## config.mk

```make
export PLATFORM = sky130hd
export DESIGN_NAME = afe_pll_clamp_config_regs
export DESIGN_NICKNAME = d
export VERILOG_FILES = /design/src/afe_cfg_pkg.sv /design/src/afe_pll_clamp_config_regs.sv
export SDC_FILE = /design/constraint.sdc
export NUM_CORES = 1
export LEC_CHECK = 0
export BUFFER_PORTS_ARGS = -buffer_cell sky130_fd_sc_hd__clkbuf_2
export CORE_MARGIN = 3
export CORE_UTILIZATION = 35
export DETAILED_ROUTE_END_ITERATION = 10
export PLACE_DENSITY = 0.58
export SETUP_SLACK_MARGIN = 0.5
export SLEW_MARGIN = 0
export SYNTH_ARGS = -nofsm -noshare
export SYNTH_HDL_FRONTEND = slang
export SYNTH_SLANG_ARGS = --single-unit
```

## constraint.sdc

```tcl
create_clock -name clk_sys -period 10 [get_ports clk_sys]
set_clock_uncertainty 0.1 [all_clocks]
set_input_delay 0.5 -clock clk_sys [delete_from_list [all_inputs] [get_ports clk_sys]]
set_output_delay 0.5 -clock clk_sys [all_outputs]
set_load 0.02 [all_outputs]
```

## src/afe_cfg_pkg.sv

```systemverilog
package afe_cfg_pkg;
   // register indices; byte address on the bus is four times the index
   localparam logic [7:0] IDX_RED_OFS_HI = 8'h18;
   localparam logic [7:0] IDX_RED_OFS_LO = 8'h19;
   localparam logic [7:0] IDX_GRN_OFS_HI = 8'h1a;
   localparam logic [7:0] IDX_GRN_OFS_LO = 8'h1b;
   localparam logic [7:0] IDX_BLU_OFS_HI = 8'h1c;
   localparam logic [7:0] IDX_BLU_OFS_LO = 8'h1d;
   localparam logic [7:0] IDX_LINE_LEN_HI = 8'h1e;
   localparam logic [7:0] IDX_LINE_LEN_LO = 8'h1f;
   localparam logic [7:0] IDX_PHASE = 8'h20;
   localparam logic [7:0] IDX_PRE_HOLD = 8'h21;
   localparam logic [7:0] IDX_POST_HOLD = 8'h22;
   localparam logic [7:0] IDX_PLL_OPT = 8'h23;
   localparam logic [7:0] IDX_CLAMP_ST_HI = 8'h24;
   localparam logic [7:0] IDX_CLAMP_ST_LO = 8'h25;
   localparam logic [7:0] IDX_CLAMP_WIDTH = 8'h26;
   localparam logic [7:0] IDX_COMP_CTRL = 8'h27;
   localparam logic [7:0] IDX_INPUT_CFG = 8'h30;
   localparam logic [7:0] IDX_STATUS = 8'h31;

   // reset values
   localparam logic [7:0] RST_OFS_HI = 8'h80;
   localparam logic [7:0] RST_OFS_LO = 8'h00;
   localparam logic [7:0] RST_LINE_LEN_HI = 8'h06;
   localparam logic [7:0] RST_LINE_LEN_LO = 8'h98;
   localparam logic [7:0] RST_PHASE = 8'h00;
   localparam logic [7:0] RST_PRE_HOLD = 8'h04;
   localparam logic [7:0] RST_POST_HOLD = 8'h04;
   localparam logic [7:0] RST_PLL_OPT = 8'h00;
   localparam logic [7:0] RST_CLAMP_ST_HI = 8'h00;
   localparam logic [7:0] RST_CLAMP_ST_LO = 8'h02;
   localparam logic [7:0] RST_CLAMP_WIDTH = 8'h10;
   localparam logic [7:0] RST_COMP_CTRL = 8'h40;
   localparam logic [7:0] RST_INPUT_CFG = 8'h00;

   // field positions
   localparam int OFS_LO_MSB = 7;         // two low offset bits sit in 7:6
   localparam int OFS_LO_LSB = 6;
   localparam int HI6_MSB = 5;            // six-bit high halves and phase
   localparam int OPT_LOCK_EDGE = 0;
   localparam int OPT_CLOCK_INVERT_INPUT_EN = 1;
   localparam int OPT_HOLD_EXT = 2;
   localparam int OPT_HOLD_POL = 3;
   localparam int OPT_EXT_CLK = 4;
   localparam int COMP_DISABLE = 0;
   localparam int CFG_DC_COUPLED = 0;

   // digital offset zero point of a 10-bit word
   localparam logic [9:0] OFS_ZERO = 10'h200;
   // phase step in parts per million of a pixel period (64 steps)
   localparam int PHASE_STEP_PPM = 15625;

   // pins arriving from outside the clock domain
   typedef struct packed {
      logic hsync;      // raw horizontal sync, active high
      logic vsync;      // vertical sync, active high
      logic ext_hold;   // external pll hold signal
      logic clk_inv;    // clock inversion request pin
   } sync_pins_t;

   // per-channel offset word
   typedef struct packed {
      logic [7:0] hi;
      logic [1:0] lo;
   } offset_word_t;
endpackage

```

## src/afe_pll_clamp_config_regs.sv

```systemverilog
`timescale 1ns/1ps
// Function
// offset low register: two LSBs in bits 7:6
// compensation off: upper offset byte drives DAC
// compensation on: offset word adds to samples
// 14-bit line length adopted on low write
// six-bit phase selects sample instant, 1.56% steps
// pre-hold lines before vsync freeze pll
// post-hold lines after vsync keep holding
// lock-edge bit: 0 trailing, 1 leading hsync
// clock-invert enable gates inversion pin
// hold source: internal window or external pin
// hold polarity: 0 active high, 1 low
// clock source: internal pll or external pin
// 14-bit clamp start after hsync trailing edge
// clamp width in pixels, ac-coupled only
// clamp width zero never connects clamp
// 0x80 high, zero low is mid/zero
// during hold pll ignores hsync edges
// host writes line-length high before low
module afe_pll_clamp_config_regs
   import afe_cfg_pkg::*;
#(
   parameter int LINE_W = 14,   // line length / clamp start width
   parameter int FRAME_W = 12   // lines-per-frame counter width
) (
   input wire logic clk_sys, // system clock, 100 MHz
   input wire logic rst_n, // async reset, active low
   // classic wishbone slave
   input wire logic wb_cyc_i, // bus cycle
   input wire logic wb_stb_i, // strobe
   input wire logic wb_we_i, // write enable
   input wire logic [9:0] wb_adr_i, // byte address
   input wire logic [3:0] wb_sel_i, // byte selects
   input wire logic [31:0] wb_dat_i, // write data
   output logic [31:0] wb_dat_o, // read data
   output logic wb_ack_o, // acknowledge
   // pins
   input wire afe_cfg_pkg::sync_pins_t pins_i, // asynchronous pins
   // sample path
   input wire logic [9:0] sample_i [3], // converted samples r,g,b
   output logic [9:0] sample_o [3], // samples after offset
   // analog controls
   output logic [7:0] offset_dac_o [3], // offset dac codes r,g,b
   output logic offset_digital_o, // offset used digitally
   output logic [LINE_W-1:0] line_length_o, // pll line length
   output logic [5:0] sample_phase_o, // sampling phase code
   output logic pll_hold_o, // pll holding frequency
   output logic pll_ref_o, // pll reference edge pulse
   output logic clock_invert_o, // pixel clock inverted
   output logic external_pixel_clock_sel_o, // clock from external pin
   output logic clamp_connect_o, // clamp dac on input
   output logic black_avg_start_o // averaging start pulse
);
   import afe_cfg_pkg::*;

   ////////////////////////////////////////////////////////////////////////////
   // register storage
   logic [7:0] ofs_hi_q [3]; // offset high bytes
   logic [7:0] ofs_lo_q [3]; // offset low registers
   logic [7:0] len_hi_q; // line length high
   logic [7:0] len_lo_q; // line length low
   logic [LINE_W-1:0] len_act_q; // adopted line length
   logic [7:0] phase_q; // sampling phase
   logic [7:0] pre_hold_q; // lines held before vsync
   logic [7:0] post_hold_q; // lines held after vsync
   logic [7:0] pll_opt_q; // pll options
   logic [7:0] clamp_hi_q; // clamp start high
   logic [7:0] clamp_lo_q; // clamp start low
   logic [7:0] clamp_width_q; // clamp width
   logic [7:0] comp_ctrl_q; // compensation control
   logic [7:0] input_cfg_q; // input coupling
   logic ack_q; // bus acknowledge
   logic [7:0] idx; // register index
   logic wr_stb; // write takes effect this edge
   logic [7:0] wbyte; // written low byte

   // returns the 10-bit offset word of a channel
   function automatic offset_word_t ofs_word(input logic [7:0] hi, input logic [7:0] lo);
      offset_word_t w;
      w.hi = hi;
      w.lo = lo[OFS_LO_MSB:OFS_LO_LSB];
      return w;
   endfunction

   // joins a six-bit high half and a low byte into a 14-bit value
   function automatic logic [LINE_W-1:0] join14(input logic [7:0] hi, input logic [7:0] lo);
      return LINE_W'({hi[HI6_MSB:0], lo});
   endfunction

   ////////////////////////////////////////////////////////////////////////////
   // bus handshake: one wait state, ack for one cycle, unmapped reads zero
   assign idx = wb_adr_i[9:2];
   // a write lands at the edge where the master samples ack high
   assign wr_stb = wb_cyc_i && wb_stb_i && wb_we_i && ack_q && wb_sel_i[0];
   assign wbyte = wb_dat_i[7:0];

   // ack follows the request by one cycle and drops the next
   always_ff @(posedge clk_sys or negedge rst_n) begin
      if (!rst_n) begin
         ack_q <= 1'b0;
      end else begin
         ack_q <= wb_cyc_i && wb_stb_i && !ack_q;
      end
   end
   assign wb_ack_o = ack_q;

   // offset registers, three channels
   always_ff @(posedge clk_sys or negedge rst_n) begin
      if (!rst_n) begin
         for (int c = 0; c < 3; c++) begin
            ofs_hi_q[c] <= RST_OFS_HI;
            ofs_lo_q[c] <= RST_OFS_LO;
         end
      end else if (wr_stb) begin
         for (int c = 0; c < 3; c++) begin
            if (idx == IDX_RED_OFS_HI + 8'(2 * c)) begin
               ofs_hi_q[c] <= wbyte;
            end else if (idx == IDX_RED_OFS_LO + 8'(2 * c)) begin
               // unused low bits are not stored
               ofs_lo_q[c] <= {wbyte[OFS_LO_MSB:OFS_LO_LSB], 6'h00};
            end
         end
      end
   end

   // line length: the pll sees the pair only when the low half lands
   always_ff @(posedge clk_sys or negedge rst_n) begin
      if (!rst_n) begin
         len_hi_q <= RST_LINE_LEN_HI;
         len_lo_q <= RST_LINE_LEN_LO;
         len_act_q <= join14(RST_LINE_LEN_HI, RST_LINE_LEN_LO);
      end else if (wr_stb) begin
         if (idx == IDX_LINE_LEN_HI) begin
            len_hi_q <= {2'b00, wbyte[HI6_MSB:0]};
         end else if (idx == IDX_LINE_LEN_LO) begin
            len_lo_q <= wbyte;
            // high half written earlier by the host is combined here
            len_act_q <= join14(len_hi_q, wbyte);
         end
      end
   end

   // pll timing and option registers
   always_ff @(posedge clk_sys or negedge rst_n) begin
      if (!rst_n) begin
         phase_q <= RST_PHASE;
         pre_hold_q <= RST_PRE_HOLD;
         post_hold_q <= RST_POST_HOLD;
         pll_opt_q <= RST_PLL_OPT;
      end else if (wr_stb) begin
         if (idx == IDX_PHASE) begin
            phase_q <= {2'b00, wbyte[HI6_MSB:0]};
         end else if (idx == IDX_PRE_HOLD) begin
            pre_hold_q <= wbyte;
         end else if (idx == IDX_POST_HOLD) begin
            post_hold_q <= wbyte;
         end else if (idx == IDX_PLL_OPT) begin
            pll_opt_q <= {3'b000, wbyte[4:0]};
         end
      end
   end

   // clamp and front-end configuration registers
   always_ff @(posedge clk_sys or negedge rst_n) begin
      if (!rst_n) begin
         clamp_hi_q <= RST_CLAMP_ST_HI;
         clamp_lo_q <= RST_CLAMP_ST_LO;
         clamp_width_q <= RST_CLAMP_WIDTH;
         comp_ctrl_q <= RST_COMP_CTRL;
         input_cfg_q <= RST_INPUT_CFG;
      end else if (wr_stb) begin
         if (idx == IDX_CLAMP_ST_HI) begin
            clamp_hi_q <= {2'b00, wbyte[HI6_MSB:0]};
         end else if (idx == IDX_CLAMP_ST_LO) begin
            clamp_lo_q <= wbyte;
         end else if (idx == IDX_CLAMP_WIDTH) begin
            clamp_width_q <= wbyte;
         end else if (idx == IDX_COMP_CTRL) begin
            comp_ctrl_q <= {1'b0, wbyte[6:0]};
         end else if (idx == IDX_INPUT_CFG) begin
            input_cfg_q <= {7'h00, wbyte[0]};
         end
      end
   end

   ////////////////////////////////////////////////////////////////////////////
   // pin synchronisers; the first stage feeds only the second
   sync_pins_t pins_meta_q;    // first stage
   sync_pins_t pins_q;         // second stage, safe to use
   logic hsync_d1_q;           // hsync one cycle back
   logic vsync_d1_q;           // vsync one cycle back

   // two flops on every pin, then edge history
   always_ff @(posedge clk_sys or negedge rst_n) begin
      if (!rst_n) begin
         pins_meta_q <= '0;
         pins_q <= '0;
         hsync_d1_q <= 1'b0;
         vsync_d1_q <= 1'b0;
      end else begin
         pins_meta_q <= pins_i;
         pins_q <= pins_meta_q;
         hsync_d1_q <= pins_q.hsync;
         vsync_d1_q <= pins_q.vsync;
      end
   end

   logic hs_lead;    // hsync leading edge
   logic hs_trail;   // hsync trailing edge
   logic vs_lead;    // vsync start
   logic vs_trail;   // vsync end
   assign hs_lead = pins_q.hsync && !hsync_d1_q;
   assign hs_trail = !pins_q.hsync && hsync_d1_q;
   assign vs_lead = pins_q.vsync && !vsync_d1_q;
   assign vs_trail = !pins_q.vsync && vsync_d1_q;

   ////////////////////////////////////////////////////////////////////////////
   // internal hold window: the frame length is measured, so the pre-hold
   // start can be predicted; the first frame after reset has no prediction
   logic [FRAME_W-1:0] line_cnt_q;     // lines since last vsync start
   logic [FRAME_W-1:0] frame_lines_q;  // lines in the previous frame
   logic [7:0] post_cnt_q;             // lines left in post hold
   logic post_hold_q_act;              // post-hold still running
   logic pre_win;                      // inside pre-hold lines
   logic int_hold;                     // internal hold window
   logic ext_hold;                     // external hold, polarity applied
   logic hold;                         // selected hold

   // count lines and measure frame length
   always_ff @(posedge clk_sys or negedge rst_n) begin
      if (!rst_n) begin
         line_cnt_q <= '0;
         frame_lines_q <= '0;
      end else if (vs_lead) begin
         frame_lines_q <= line_cnt_q;
         line_cnt_q <= '0;
      end else if (hs_lead && line_cnt_q != '1) begin
         line_cnt_q <= line_cnt_q + 1'b1;
      end
   end

   // post hold counts lines after vsync ends
   always_ff @(posedge clk_sys or negedge rst_n) begin
      if (!rst_n) begin
         post_cnt_q <= '0;
         post_hold_q_act <= 1'b0;
      end else if (vs_trail) begin
         post_cnt_q <= post_hold_q;
         post_hold_q_act <= post_hold_q != 8'h00;
      end else if (hs_lead && post_hold_q_act) begin
         post_cnt_q <= post_cnt_q - 1'b1;
         post_hold_q_act <= post_cnt_q > 8'h01;
      end
   end

   assign pre_win = frame_lines_q != '0 &&
                    FRAME_W'(line_cnt_q + FRAME_W'(pre_hold_q)) >= frame_lines_q;
   assign int_hold = pre_win || pins_q.vsync || post_hold_q_act;
   assign ext_hold = pins_q.ext_hold ^ pll_opt_q[OPT_HOLD_POL];
   assign hold = pll_opt_q[OPT_HOLD_EXT] ? ext_hold : int_hold;

   ////////////////////////////////////////////////////////////////////////////
   // pll reference and clock options
   logic ref_edge;   // selected hsync edge
   assign ref_edge = pll_opt_q[OPT_LOCK_EDGE] ? hs_lead : hs_trail;

   // reference pulses are withheld while holding
   always_ff @(posedge clk_sys or negedge rst_n) begin
      if (!rst_n) begin
         pll_ref_o <= 1'b0;
         pll_hold_o <= 1'b0;
      end else begin
         pll_ref_o <= ref_edge && !hold;
         pll_hold_o <= hold;
      end
   end

   // clock selection outputs
   always_ff @(posedge clk_sys or negedge rst_n) begin
      if (!rst_n) begin
         clock_invert_o <= 1'b0;
         external_pixel_clock_sel_o <= 1'b0;
      end else begin
         clock_invert_o <= pll_opt_q[OPT_CLOCK_INVERT_INPUT_EN] && pins_q.clk_inv;
         external_pixel_clock_sel_o <= pll_opt_q[OPT_EXT_CLK];
      end
   end

   assign line_length_o = len_act_q;
   assign sample_phase_o = phase_q[HI6_MSB:0];

   ////////////////////////////////////////////////////////////////////////////
   // clamp window, counted in pixels from the raw hsync trailing edge;
   // one clock counts as one pixel
   logic [LINE_W-1:0] pix_cnt_q;   // pixels since trailing edge
   logic [7:0] clamp_left_q;       // clamp pixels left
   logic at_start;                 // start pixel reached

   assign at_start = pix_cnt_q == join14(clamp_hi_q, clamp_lo_q);

   // pixel counter restarts at every trailing edge
   always_ff @(posedge clk_sys or negedge rst_n) begin
      if (!rst_n) begin
         pix_cnt_q <= '0;
      end else if (hs_trail) begin
         pix_cnt_q <= '0;
      end else if (pix_cnt_q != '1) begin
         pix_cnt_q <= pix_cnt_q + 1'b1;
      end
   end

   // clamp runs for the programmed width, ac-coupled only
   always_ff @(posedge clk_sys or negedge rst_n) begin
      if (!rst_n) begin
         clamp_left_q <= '0;
         clamp_connect_o <= 1'b0;
         black_avg_start_o <= 1'b0;
      end else begin
         black_avg_start_o <= at_start && !hs_trail;
         if (hs_trail) begin
            clamp_left_q <= '0;
            clamp_connect_o <= 1'b0;
         end else if (at_start && !input_cfg_q[CFG_DC_COUPLED] &&
                      clamp_width_q != 8'h00) begin
            clamp_left_q <= clamp_width_q - 1'b1;
            clamp_connect_o <= 1'b1;
         end else if (clamp_left_q != 8'h00) begin
            clamp_left_q <= clamp_left_q - 1'b1;
         end else begin
            clamp_connect_o <= 1'b0;
         end
      end
   end

   ////////////////////////////////////////////////////////////////////////////
   // offset routing: dac or digital adder, same delay either way
   logic comp_on;   // automatic compensation enabled
   assign comp_on = !comp_ctrl_q[COMP_DISABLE];

   // one register stage on the sample path
   always_ff @(posedge clk_sys or negedge rst_n) begin
      if (!rst_n) begin
         for (int c = 0; c < 3; c++) begin
            sample_o[c] <= '0;
            offset_dac_o[c] <= RST_OFS_HI;
         end
         offset_digital_o <= 1'b0;
      end else begin
         offset_digital_o <= comp_on;
         for (int c = 0; c < 3; c++) begin
            // word minus 0x200 is the signed offset; mid word adds zero
            if (comp_on) begin
               sample_o[c] <= 10'(sample_i[c] + ofs_word(ofs_hi_q[c], ofs_lo_q[c])
                                - OFS_ZERO);
               offset_dac_o[c] <= RST_OFS_HI;
            end else begin
               sample_o[c] <= sample_i[c];
               offset_dac_o[c] <= ofs_hi_q[c];
            end
         end
      end
   end

   ////////////////////////////////////////////////////////////////////////////
   // read mux
   logic [7:0] rd_byte;   // selected register
   always_comb begin
      rd_byte = 8'h00;
      if (idx == IDX_RED_OFS_HI) begin
         rd_byte = ofs_hi_q[0];
      end else if (idx == IDX_RED_OFS_LO) begin
         rd_byte = ofs_lo_q[0];
      end else if (idx == IDX_GRN_OFS_HI) begin
         rd_byte = ofs_hi_q[1];
      end else if (idx == IDX_GRN_OFS_LO) begin
         rd_byte = ofs_lo_q[1];
      end else if (idx == IDX_BLU_OFS_HI) begin
         rd_byte = ofs_hi_q[2];
      end else if (idx == IDX_BLU_OFS_LO) begin
         rd_byte = ofs_lo_q[2];
      end else if (idx == IDX_LINE_LEN_HI) begin
         rd_byte = len_hi_q;
      end else if (idx == IDX_LINE_LEN_LO) begin
         rd_byte = len_lo_q;
      end else if (idx == IDX_PHASE) begin
         rd_byte = phase_q;
      end else if (idx == IDX_PRE_HOLD) begin
         rd_byte = pre_hold_q;
      end else if (idx == IDX_POST_HOLD) begin
         rd_byte = post_hold_q;
      end else if (idx == IDX_PLL_OPT) begin
         rd_byte = pll_opt_q;
      end else if (idx == IDX_CLAMP_ST_HI) begin
         rd_byte = clamp_hi_q;
      end else if (idx == IDX_CLAMP_ST_LO) begin
         rd_byte = clamp_lo_q;
      end else if (idx == IDX_CLAMP_WIDTH) begin
         rd_byte = clamp_width_q;
      end else if (idx == IDX_COMP_CTRL) begin
         rd_byte = comp_ctrl_q;
      end else if (idx == IDX_INPUT_CFG) begin
         rd_byte = input_cfg_q;
      end else if (idx == IDX_STATUS) begin
         // live block state
         rd_byte = {4'h0, clamp_connect_o, pins_q.vsync, post_hold_q_act, pll_hold_o};
      end
   end

   // read data is registered with the ack
   always_ff @(posedge clk_sys or negedge rst_n) begin
      if (!rst_n) begin
         wb_dat_o <= '0;
      end else if (wb_cyc_i && wb_stb_i && !ack_q && !wb_we_i) begin
         wb_dat_o <= {24'h000000, rd_byte};
      end
   end
endmodule

```

==> results by group, run 1 <==
Clocking
  – Clock latency reported for the late side of the worst-skew pair: ~560 ps
  – CTS Hold Buffers Added: 5
  – Buffers inserted during post-CTS setup optimization: 0
  – CTS max path bufs: 3
  – Num CTS Buffers: 27
  – Number of sinks handled by clock tree synthesis: 242
  – Cells resized by post-CTS repair: 0
  – H-Tree Depth: 1
  – Clock tree from TritonCTS: done
  – Register clock-pin slew on the reported worst setup and hold paths: roughly 60 ps
  – Root buffer cell: sky130_fd_sc_hd__clkbuf_16

Global routing
  – Largest net degree at the start of global routing: between 100 and 150
  – Global-route usage over all layers: around 17%
  – Via count of the first global-routing pass: between 9000 and 10000
  – Remaining Overflow, GRT: 0
  – First-pass GRT wire length: 53800 um
  – Initial antenna violation count: 1

Routing
  – Total iterations of the first detailed-routing run: 6
  – Detailed-route via count: 9571
  – Remaining design rule violation count: 0
  – Mean number of vias per cell: about 5.2
  – Avg WL per Cell: between 15 and 20 um
  – Final wirelength: 33800 um
  – Number of design-rule violations left by the first detailed-router iteration: 633
  – Post-route antenna net violation count: 0

Timing
  – Setup-failing EPs final: 0
  – RSZ-0062 raised after global routing: false
  – Number of hold violations in the final report: 0
  – Slew at the pin with the worst max-slew slack: approximately 1100 ps
  – Final worst-path cycle share: ~37%
  – Remaining max-slew budget at the tightest pin: a little over a quarter
  – Setup total negative slack: 0 ps
  – Shortest clock period the worst path allows after layout: about 3700 ps
  – Number of slew-limit violations in the final report: 0
  – Fmax: about 0.27 GHz

Worst setup path
  – Type of destination of the critical path: flip-flop
  – Worst setup SP type: flip-flop
  – Cell-by-cell listing of the critical path: ha_1 -> fa_1 -> a21o_1 -> a21oi_1 -> nor2b_1 -> o311ai_0 -> a21oi_1 -> xor2_1 -> ha_1 -> a21o_1 -> a21o_1 -> a21oi_1 -> nand2_1 -> a31oi_1 -> o211a_1
  – CP Data Required Time: slightly above 10000 ps
  – Worst setup path category: flip-flop to flip-flop
  – Library cell contributing the largest single delay on the critical path: sky130_fd_sc_hd__o311ai_0
  – Crit path max fanout: 5
  – Critical path's largest stage delay: between 500 and 600 ps
  – Critical Path AT: between 4000 and 5000 ps

Hold path
  – Class of the tightest hold or removal check: primary input to flip-flop

Floorplan
  – Row count: 70
  – Initial core utilization: between 30% and 40%
  – DIE WIDTH: 199 um
  – Die extent in y: 199 um
  – Standard cell core area: about 37000 sq um
  – Top-level I/O count: 199
  – Die footprint: slightly below 40000 sq um

Layout
  – Layout cells sized above 1: 26.8%
  – Net count, final: roughly 1500
  – Post-layout util: between 40% and 50%
  – Relative area change from synthesis to final layout: 16.1%

Run
  – Max-cap check violation count: 0

Power and ir drop
  – Switching fraction of total power: 27.1%
  – Clk pwr share: between 40% and 50%
  – Net switching power: 0.652 mW
  – Leakage Power: 7.33 nW
  – Ratio of total power to cell area: 159 nW/um^2
  – P_int: around 1.8 mW
  – IR drop worst, VDD: ~120 uV
  – Share of total power in combinational logic: between 10% and 20%
  – Flop pwr share: between 40 and 50%

Synth
  – Proportion of synthesized chip area in sequential cells: a little under half
  – Post-synthesis instance area: between 10000 and 15000 sq um
  – Count of different cell masters after synthesis: 72
  – Most used DFF post-synth: sky130_fd_sc_hd__dfrtp_1
  – Fraction of synthesis flops using an asynchronous set or reset pin: between 90% and 100%
  – Average cell area after synthesis: 10.8 sq um
  – Number of storage elements in the synthesis netlist: roughly 240
  – Number of instances in the synthesized netlist: about 1200
  – Count of flip-flops with a built-in enable after synthesis: 0
  – Synth Warn #: 0

Placed design
  – Port Buffer Count: 145
  – Global placement routability congestion: 0.858
  – Post-detail-place hpwl: between 20000 and 25000 um

Run status
  – Run status: complete, no violations
Yosys cell counts (5+ instances only):
cell                       count  area share, %
sky130_fd_sc_hd__nor2b_1      12           0.58
sky130_fd_sc_hd__a31oi_1      13           0.62
sky130_fd_sc_hd__nand2b_1      8           0.38
sky130_fd_sc_hd__nor4_1        9           0.43
sky130_fd_sc_hd__clkbuf_1     41            1.2
sky130_fd_sc_hd__dfstp_2      18            3.6
sky130_fd_sc_hd__a21oi_1      38            1.5
sky130_fd_sc_hd__inv_1        33           0.95
sky130_fd_sc_hd__o21ai_0      72            2.8
sky130_fd_sc_hd__a21o_1       14           0.81
sky130_fd_sc_hd__buf_2         5           0.19
sky130_fd_sc_hd__o22ai_1       9           0.43
sky130_fd_sc_hd__mux2i_1      21            1.6
sky130_fd_sc_hd__buf_1         5           0.14
sky130_fd_sc_hd__nand3_1      32            1.2
sky130_fd_sc_hd__a211oi_1      7           0.40
sky130_fd_sc_hd__o31ai_1       6           0.35
sky130_fd_sc_hd__a221oi_1      5           0.34
sky130_fd_sc_hd__buf_4        24            1.4
sky130_fd_sc_hd__a22oi_1       5           0.29
sky130_fd_sc_hd__nor4b_1       5           0.34
sky130_fd_sc_hd__xnor2_1      36            2.4
sky130_fd_sc_hd__xor2_1       41            2.8
sky130_fd_sc_hd__nor2_1       93            2.7
sky130_fd_sc_hd__nor3_1       20           0.77
sky130_fd_sc_hd__ha_1         76            7.3
sky130_fd_sc_hd__mux2_2      121             10
sky130_fd_sc_hd__nand2_1      80            2.3
sky130_fd_sc_hd__nor2_2        5           0.24
sky130_fd_sc_hd__nand4_1      16           0.77
sky130_fd_sc_hd__and2_1       26            1.2
sky130_fd_sc_hd__dfrtp_1     224             43
worst paths after layout:
| kind | from | end | slack [ps] | cells past startpoint |
|---|---|---|---|---|
| max in group asynchronous | rst_n | comp_ctrl_q[0] | 6970 | 4 |
| min | sample_i[19] | sample_o[19] | 30 | 2 |
| max | line_cnt_q[0] | pll_ref_o | 6250 | 15 |
| min in group asynchronous | rst_n | offset_dac_o[4] | 460 | 2 |
| max reg2reg | line_cnt_q[0] | pll_ref_o | 6250 | 15 |
| min reg2reg | pins_meta_q[0] | pins_q[0] | 250 | 0 |
cell type report:
type                    instances  area [sq um]
flip-flops and latches        242          6080
inverters                      33           124
clock inverters                15           180
repair buffers                159           853
multi-input cells             879          6540
clock buffers                  35           756
well taps                     468           586
diodes                          1          2.50
fillers                      3498         21500
flip-flops by register name, summed over array words and instances, names as in the netlist, 12 cells and up:
name,count
line_cnt_q,12
ofs_hi_q,24
sample_o,30
frame_lines_q,12
pix_cnt_q,14
offset_dac_o,24
worst max-delay path, delay by kind of cell, from the launching register on:
kind / cells / cell delay [ps]
and+or+nand+nor: 2 / 170
adders and majority gates: 3 / 820
DFF: 1 / 440
AOI/OAI and AO/OA: 9 / 1980
xor gates and xnor gates: 1 / 170
logic make-up (layout without fill, tap and decap cells):
family	Yosys count	count (layout)	share of synthesized area, %
simple gates	339	339	13.4
flops	242	242	46.7
compound gates	215	215	10.6
mux	144	144	12.4
buf+inv	108	242	3.85
fa+ha+maj	80	80	7.92
xor+xnor	77	77	5.18
other cells	1	25	0.0288
metrics by stage:
| stage | hold slack, ps | cells | total power [mW] | setup slack [ps] | area (sq um) |
|---|---|---|---|---|---|
| floorplan | 104 | 1229 | 1.28 | 6720 | 13100 |
| global placement | 235 | 1776 | 1.38 | 6270 | 14100 |
| detailed placement | 238 | 1776 | 1.39 | 6270 | 14100 |
| CTS | 8.61 | 1831 | 2.43 | 6250 | 15100 |
| global route | 15.7 | 1831 | 2.52 | 6000 | 15100 |
| finish | 29.5 | 1832 | 2.40 | 6250 | 15100 |
placed cells by master, fill, tap and decap left out, drive strengths merged, types with 5 or more instances in the layout:
master / count
nor2: 99
mux2: 121
nand3: 32
xor2: 41
clkbuf: 179
nand2: 80
nor4: 10
a31oi: 13
dfrtp: 224
xnor2: 36
a21o: 14
and2: 26
nor4b: 6
a22oi: 5
nand4: 16
dfstp: 18
mux2i: 21
dlygate4sd3: 5
clkinv: 8
a211oi: 7
nor2b: 12
a221oi: 5
ha: 76
o31ai: 6
inv: 34
nor3: 23
nand2b: 8
o22ai: 9
a21oi: 38
buf: 10
o21ai: 73
conb: 24
power by group through the flow:
stage | Combinational, mW | Sequential (mW) | Clock, mW
2_1_floorplan | 0.190 | 1.09 | 0
3_3_place_gp | 0.300 | 1.08 | 0
3_5_place_dp | 0.304 | 1.08 | 0
4_1_cts | 0.308 | 1.07 | 1.06
5_1_grt | 0.342 | 1.07 | 1.10
6_report | 0.303 | 1.07 | 1.04
layer usage:
metal  wire length, um  GRT usage [%]  vias to the layer above  part of all wire [%]
met5                 9              0                        -                 0.027
met4               991           5.02                        2                   2.9
met3              1520           2.20                       63                   4.5
met2             15700           28.0                      231                    46
met1             15700           23.9                     4719                    46
li1                  -              -                     4556                     -
Power figures use the tool's default switching activity.
==> run 2, diff against run 1 <==
--- a/config.mk
+++ b/config.mk
@@ -5,6 +5,7 @@
 export SDC_FILE = /design/constraint.sdc
 export NUM_CORES = 1
 export LEC_CHECK = 0
+export ABC_AREA = 1
 export BUFFER_PORTS_ARGS = -buffer_cell sky130_fd_sc_hd__clkbuf_2
 export CORE_MARGIN = 3
 export CORE_UTILIZATION = 35
==> constraint.sdc (replaced) <==
create_clock -name clk_sys -period 3.8 [get_ports clk_sys]
set_clock_uncertainty 0.1 [all_clocks]
set_input_delay 0.19 -clock clk_sys [delete_from_list [all_inputs] [get_ports clk_sys]]
set_output_delay 0.19 -clock clk_sys [all_outputs]
set_load 0.02 [all_outputs]
==> results by group, run 2 <==
Timing
  – Final worst-path cycle share: a little over four fifths
  – RSZ-0062 raised after global routing: true
  – Remaining max-slew budget at the tightest pin: about 30%
  – Worst setup slack after layout: roughly 590 ps
  – Shortest clock period the worst path allows after layout: around 3200 ps
  – Setup-failing EPs final: 0
  – Hold slack: a little over 80 ps
  – Slew at the pin with the worst max-slew slack: ~1000 ps
  – Fmax: between 0.3 and 0.4 GHz
  – Number of slew-limit violations in the final report: 0
  – Number of hold violations in the final report: 0
  – Setup total negative slack: 0 ps

Global routing
  – Via count of the first global-routing pass: 10700
  – Remaining Overflow, GRT: 0
  – First-pass GRT wire length: between 50000 and 60000 um
  – Global-route usage over all layers: a little under a fifth
  – Initial antenna violation count: 2
  – Largest net degree at the start of global routing: 95

Floorplan
  – Die extent in y: around 200 um
  – Top-level I/O count: ~200
  – DIE WIDTH: ~200 um
  – Standard cell core area: about 37000 sq um
  – Initial core utilization: between 30% and 40%
  – Die footprint: a little under 40000 sq um
  – Row count: 70

Synth
  – Proportion of synthesized chip area in sequential cells: 46.6%
  – Average cell area after synthesis: about 8 sq um
  – Post-synthesis instance area: 13100 sq um
  – Leading cell types by count after synthesis: sky130_fd_sc_hd__nand2_1 (465), sky130_fd_sc_hd__dfrtp_1 (224), sky130_fd_sc_hd__inv_1 (195)
  – Proportion of netlist area held by the largest area contributor: between 40% and 50%
  – Count of different cell masters after synthesis: 48
  – Most numerous cell in the Yosys netlist: sky130_fd_sc_hd__nand2_1
  – Most used DFF post-synth: sky130_fd_sc_hd__dfrtp_1
  – Top cells by area, synth: sky130_fd_sc_hd__dfrtp_1 (43%), sky130_fd_sc_hd__nand2_1 (13%), sky130_fd_sc_hd__ha_1 (7.3%)
  – Number of instances in the synthesized netlist: ~1600
  – Synth Warn #: 0
  – Fraction of synthesis flops using an asynchronous set or reset pin: 100%
  – Count of flip-flops with a built-in enable after synthesis: 0
  – Cell type contributing the most total cell area after synthesis: sky130_fd_sc_hd__dfrtp_1
  – Number of storage elements in the synthesis netlist: ~240

Routing
  – Avg WL per Cell: between 15 and 20 um
  – Detailed-route via count: between 10000 and 15000
  – Number of design-rule violations left by the first detailed-router iteration: 726
  – Total iterations of the first detailed-routing run: 5
  – Remaining design rule violation count: 0
  – Mean number of vias per cell: 4.84
  – Post-route antenna net violation count: 0
  – Final wirelength: approximately 37000 um

Worst setup path
  – Type of destination of the critical path: flip-flop
  – Worst setup path category: flip-flop to flip-flop
  – Worst setup SP type: flip-flop
  – CP Data Required Time: between 4000 and 5000 ps
  – Critical Path AT: between 3000 and 4000 ps
  – Crit path max fanout: 3
  – Worst reg-to-reg path cell count: 18

Clocking
  – H-Tree Depth: 1
  – Root buffer cell: sky130_fd_sc_hd__clkbuf_16
  – Clock latency reported for the late side of the worst-skew pair: 550 ps
  – Num CTS Buffers: 28
  – Number of sinks handled by clock tree synthesis: 242
  – Register clock-pin slew on the reported worst setup and hold paths: approximately 60 ps
  – Clock tree from TritonCTS: done
  – CTS max path bufs: 3

Layout
  – Register with the most flip-flops: sample_o
  – Post-layout util: a little over two fifths
  – Number of flip-flops in the largest register: 30
  – ANT cells: 0
  – Most used cells in the layout excluding fill and tap cells: sky130_fd_sc_hd__nand2_1 (464), sky130_fd_sc_hd__dfrtp_1 (222), sky130_fd_sc_hd__inv_1 (195)
  – Net count, final: about 2000
  – Biggest registers after layout: sample_o (30), offset_dac_o (24), ofs_hi_q (24)
  – Most common cell after layout, fill and taps aside: sky130_fd_sc_hd__nand2_1
  – Relative area change from synthesis to final layout: 20.2%
  – Layout cells sized above 1: between 10% and 20%

Placed design
  – Pre-CTS worst setup slack: ~230 ps
  – Port Buffer Count: about 150
  – Global placement routability congestion: 0.858
  – Post-detail-place hpwl: between 20000 and 30000 um

Power and ir drop
  – Leakage Power: between 8 and 9 nW
  – IR drop worst, VDD: roughly 310 uV
  – Ratio of total power to cell area: 404 nW/um^2
  – Total chip power: 6.34 mW

Run
  – Max-cap check violation count: 0

Hold path
  – Hold path depth: 5
  – Class of the tightest hold or removal check: primary input to flip-flop

Run status
  – Run status: complete, no violations
==> run 2: final timing paths <==
| check | from | end | slack [ps] |
|---|---|---|---|
| min | wb_adr_i[6] | input_cfg_q[0] | 80 |
| max in group asynchronous | rst_n | comp_ctrl_q[6] | 2500 |
| max | pre_hold_q[0] | pll_ref_o | 590 |
| max reg2reg | pre_hold_q[0] | pll_ref_o | 590 |
| min in group asynchronous | rst_n | frame_lines_q[0] | 170 |
| min reg2reg | pins_meta_q[3] | pins_q[3] | 250 |
==> run 2: repair_timing <==
item / in CTS / in global routing
hold endpoints to repair: 126 / 0
hold buffers: 44 / 0
gates resized for setup: 8 / 9
buffers inserted: 0 / 3
pin swaps: 0 / 6
setup endpoints to repair: 2 / 2
==> run 2: worst max-delay path, stage by stage, from the launching register on <==
cell	delay, ps
sky130_fd_sc_hd__dfrtp_1	380
sky130_fd_sc_hd__ha_2	210
sky130_fd_sc_hd__fa_2	350
sky130_fd_sc_hd__nand3_1	80
sky130_fd_sc_hd__nand2_1	80
sky130_fd_sc_hd__a21o_1	180
sky130_fd_sc_hd__a21oi_2	180
sky130_fd_sc_hd__nor2_1	70
sky130_fd_sc_hd__o21ai_1	170
sky130_fd_sc_hd__a21oi_1	100
sky130_fd_sc_hd__xor2_1	150
sky130_fd_sc_hd__ha_1	300
sky130_fd_sc_hd__nand2_2	70
sky130_fd_sc_hd__nor2_4	100
sky130_fd_sc_hd__nand3_1	90
sky130_fd_sc_hd__nand4_1	140
sky130_fd_sc_hd__o31ai_4	110
sky130_fd_sc_hd__a21boi_2	160
sky130_fd_sc_hd__a211oi_1	50
==> run 2: per-stage QoR <==
| stage | area (sq um) | std cells |
|---|---|---|
| after CTS | 15600 | 2305 |
| after detailed placement | 14200 | 2209 |
| after global placement | 14200 | 2209 |
| after floorplan | 13100 | 1655 |
| after global routing | 15700 | 2308 |
| final | 15700 | 2308 |
==> run 2: final cells by class <==
type,count,area [sq um]
fill,3669,21000
sequential,242,6080
multi-input combinational,1137,6010
timing repair buffer,201,1290
clock buffer,40,797
inverter,208,781
tap,468,586
clock inverter,12,144
==> run 2: routing by layer <==
layer	GRT usage [%]	part of all wire, %	up-vias
li1	-	-	5609
met1	26.3	46	5222
met2	30.5	46	276
met3	2.78	5.8	54
met4	5.41	2.5	4
met5	0	0.057	-
==> run 2: power by group <==
group	total (mW)	switching (mW)	internal [mW]
logic	0.829	0.535	0.295
registers	2.76	0.0706	2.69
clock network	2.75	1.09	1.66
==> run 2: kinds of logic after synthesis <==
group | Yosys count | synth area share, %
adder cells (fa/ha/maj) | 80 | 7.90
flip-flops | 242 | 46.6
multiplexers | 3 | 0.230
XOR/XNOR | 24 | 1.61
buffers and inverters | 276 | 8.73
AND/OR/NAND/NOR | 737 | 23.9
AO/OA/AOI/OAI | 269 | 11.0
other | 1 | 0.0287
==> run 3, diff against run 2 <==
--- a/config.mk
+++ b/config.mk
@@ -5,12 +5,12 @@
 export SDC_FILE = /design/constraint.sdc
 export NUM_CORES = 1
 export LEC_CHECK = 0
-export ABC_AREA = 1
+export ABC_AREA = 0
 export BUFFER_PORTS_ARGS = -buffer_cell sky130_fd_sc_hd__clkbuf_2
 export CORE_MARGIN = 3
 export CORE_UTILIZATION = 35
 export DETAILED_ROUTE_END_ITERATION = 10
-export PLACE_DENSITY = 0.58
+export PLACE_DENSITY = 0.59
 export SETUP_SLACK_MARGIN = 0.5
 export SLEW_MARGIN = 0
 export SYNTH_ARGS = -nofsm -noshare
==> constraint.sdc (replaced) <==
create_clock -name clk_sys -period 2.8 [get_ports clk_sys]
set_clock_uncertainty 0.1 [all_clocks]
set_input_delay 0.14 -clock clk_sys [delete_from_list [all_inputs] [get_ports clk_sys]]
set_output_delay 0.14 -clock clk_sys [all_outputs]
set_load 0.02 [all_outputs]
==> results by group, run 3 (same netlist as run 1, synthesis figures left out) <==
Clocking
  – CTS max path bufs: 3
  – Clock latency reported for the late side of the worst-skew pair: 550 ps
  – Root buffer cell: sky130_fd_sc_hd__clkbuf_16
  – Num CTS Buffers: 27
  – Number of sinks handled by clock tree synthesis: 242
  – H-Tree Depth: 1
  – Clock tree from TritonCTS: done
  – Register clock-pin slew on the reported worst setup and hold paths: ~60 ps

Floorplan
  – Standard cell core area: roughly 37000 sq um
  – Row count: 70
  – Die footprint: between 30000 and 40000 sq um
  – Die extent in y: between 150 and 200 um
  – DIE WIDTH: ~200 um
  – Initial core utilization: between 30% and 40%
  – Top-level I/O count: between 150 and 200

Power and ir drop
  – Leakage Power: ~8.1 nW
  – IR drop worst, VDD: ~430 uV
  – Ratio of total power to cell area: 540 nW/um^2
  – Total chip power: between 8 and 9 mW

Layout
  – Net count, final: 1638
  – Most common cell after layout, fill and taps aside: sky130_fd_sc_hd__dfrtp_1
  – Register with the most flip-flops: sample_o
  – ANT cells: 0
  – Post-layout util: approximately 45%
  – Number of flip-flops in the largest register: 30
  – Most used cells in the layout excluding fill and tap cells: sky130_fd_sc_hd__dfrtp_1 (222), sky130_fd_sc_hd__clkbuf_2 (144), sky130_fd_sc_hd__mux2_2 (121)
  – Biggest registers after layout: sample_o (30), offset_dac_o (24), ofs_hi_q (24)
  – Layout cells sized above 1: roughly a third
  – Relative area change from synthesis to final layout: 27.7%

Routing
  – Top Layer Used: met5
  – Avg WL per Cell: ~19 um
  – Post-route antenna net violation count: 0
  – Wire length on met2: between 15000 and 20000 um
  – Number of design-rule violations left by the first detailed-router iteration: 652
  – Total iterations of the first detailed-routing run: 5
  – Remaining design rule violation count: 0
  – Met3 routed wirelength: roughly 1700 um
  – Mean number of vias per cell: just over 5
  – Detailed-route via count: just over 10000
  – Final wirelength: ~37000 um
  – Met1 Wirelength: around 17000 um

Worst setup path
  – Worst Setup SP: line_cnt_q[0]
  – CP Data Required Time: between 3000 and 4000 ps
  – Critical Path AT: 3480 ps
  – Worst reg2reg path startpoint: line_cnt_q[0]
  – Crit path max fanout: 3
  – Worst setup path category: flip-flop to flip-flop
  – Worst setup SP type: flip-flop
  – Type of destination of the critical path: flip-flop

Global routing
  – Via count of the first global-routing pass: ~10000
  – First-pass GRT wire length: around 57000 um
  – Initial antenna violation count: 1
  – Remaining Overflow, GRT: 0
  – Largest net degree at the start of global routing: slightly above 90
  – Global-route usage over all layers: 18.4%

Placed design
  – Global placement routability congestion: about 0.86
  – Pre-CTS worst setup slack: -438 ps
  – Post-detail-place hpwl: around 27000 um
  – Port Buffer Count: about 150

Timing
  – Fmax: 0.317 GHz
  – Slew at the pin with the worst max-slew slack: between 700 and 800 ps
  – Remaining max-slew budget at the tightest pin: 49.9%
  – Hold slack: 33.0 ps
  – Shortest clock period the worst path allows after layout: around 3200 ps
  – Final worst-path cycle share: 113%
  – Setup-failing EPs final: 2
  – RSZ-0062 raised after global routing: true
  – Number of hold violations in the final report: 0
  – Worst setup slack after layout: -350 ps
  – Number of slew-limit violations in the final report: 0

Run
  – Max-cap check violation count: 0

Hold path
  – Worst Hold Launch: sample_i[1]
  – Class of the tightest hold or removal check: primary input to flip-flop

Run status
  – Run status: finished with violations
  – Failing checks: setup timing
## run 3: cell types whose count changed in the layout (fill, tap and decap cells not counted), moves of 27 or more
cell,change
sky130_fd_sc_hd__inv_1,-162
sky130_fd_sc_hd__xor2_1,+27
sky130_fd_sc_hd__mux2_2,+121
sky130_fd_sc_hd__buf_4,+86
sky130_fd_sc_hd__nand2_1,-385
sky130_fd_sc_hd__nand4_1,-28
sky130_fd_sc_hd__a21oi_1,-31
sky130_fd_sc_hd__o21ai_0,-103
## run 3: stage by stage
stage               instance area (sq um)  setup TNS, ps  cells
global route                        16600          -1160   1962
CTS                                 16400           -635   1955
finish                              16600           -646   1962
floorplan                           13200           -431   1229
detailed placement                  14800           -903   1847
global placement                    14800           -699   1847
## run 3: path summary, 6_finish.rpt
path | to | slack [ps] | cells after the start
setup reg to reg | pll_ref_o | -350 | 15
setup / recovery | pll_ref_o | -350 | 15
hold / removal | sample_o[1] | 30 | 4
hold reg to reg | pins_q[0] | 250 | 0
min in group asynchronous | sample_o[6] | 90 | 2
max in group asynchronous | offset_dac_o[15] | 1600 | 3
## run 3: area by class of cell
class,instances,area [sq um]
multi-input combinational,879,6920
fill,3412,20000
inverter,33,124
clock buffer,40,795
clock inverter,10,160
timing repair buffer,290,1980
sequential,242,6080
tap,468,586
## run 3: where the power goes
part	internal, mW	total [mW]	switching [mW]	leakage [nW]
clock network	2.33	3.78	1.45	0.473
registers	3.66	3.80	0.139	3.16
logic	0.624	1.42	0.793	4.43
## run 3: timing repair
action	4_1_cts	5_1_grt
endpoints found under the setup margin	28	50
endpoints found under the hold margin	131	0
setup buffers	18	7
pin swaps	42	15
gates cloned	0	0
hold buffers	40	0
gates resized for setup	27	32
## run 3: critical path, stage by stage (launching register included)
cell and delay [ps]:
sky130_fd_sc_hd__dfrtp_1 380, sky130_fd_sc_hd__ha_2 200, sky130_fd_sc_hd__fa_2 340, sky130_fd_sc_hd__a21o_1 180, sky130_fd_sc_hd__a21oi_2 170, sky130_fd_sc_hd__nor2b_1 80, sky130_fd_sc_hd__o311ai_2 280, sky130_fd_sc_hd__a21oi_1 130
sky130_fd_sc_hd__xor2_1 160, sky130_fd_sc_hd__ha_2 330, sky130_fd_sc_hd__nand4_1 100, sky130_fd_sc_hd__a21oi_2 150, sky130_fd_sc_hd__o31ai_1 90, sky130_fd_sc_hd__nand2_1 80, sky130_fd_sc_hd__a31oi_2 40, sky130_fd_sc_hd__o211a_1 220
## run 3: layer usage
metal	GRT usage (%)	up-vias
li1	-	4815
met1	25.0	5011
met2	31.3	259
met3	2.78	53
met4	4.01	2
met5	0	-
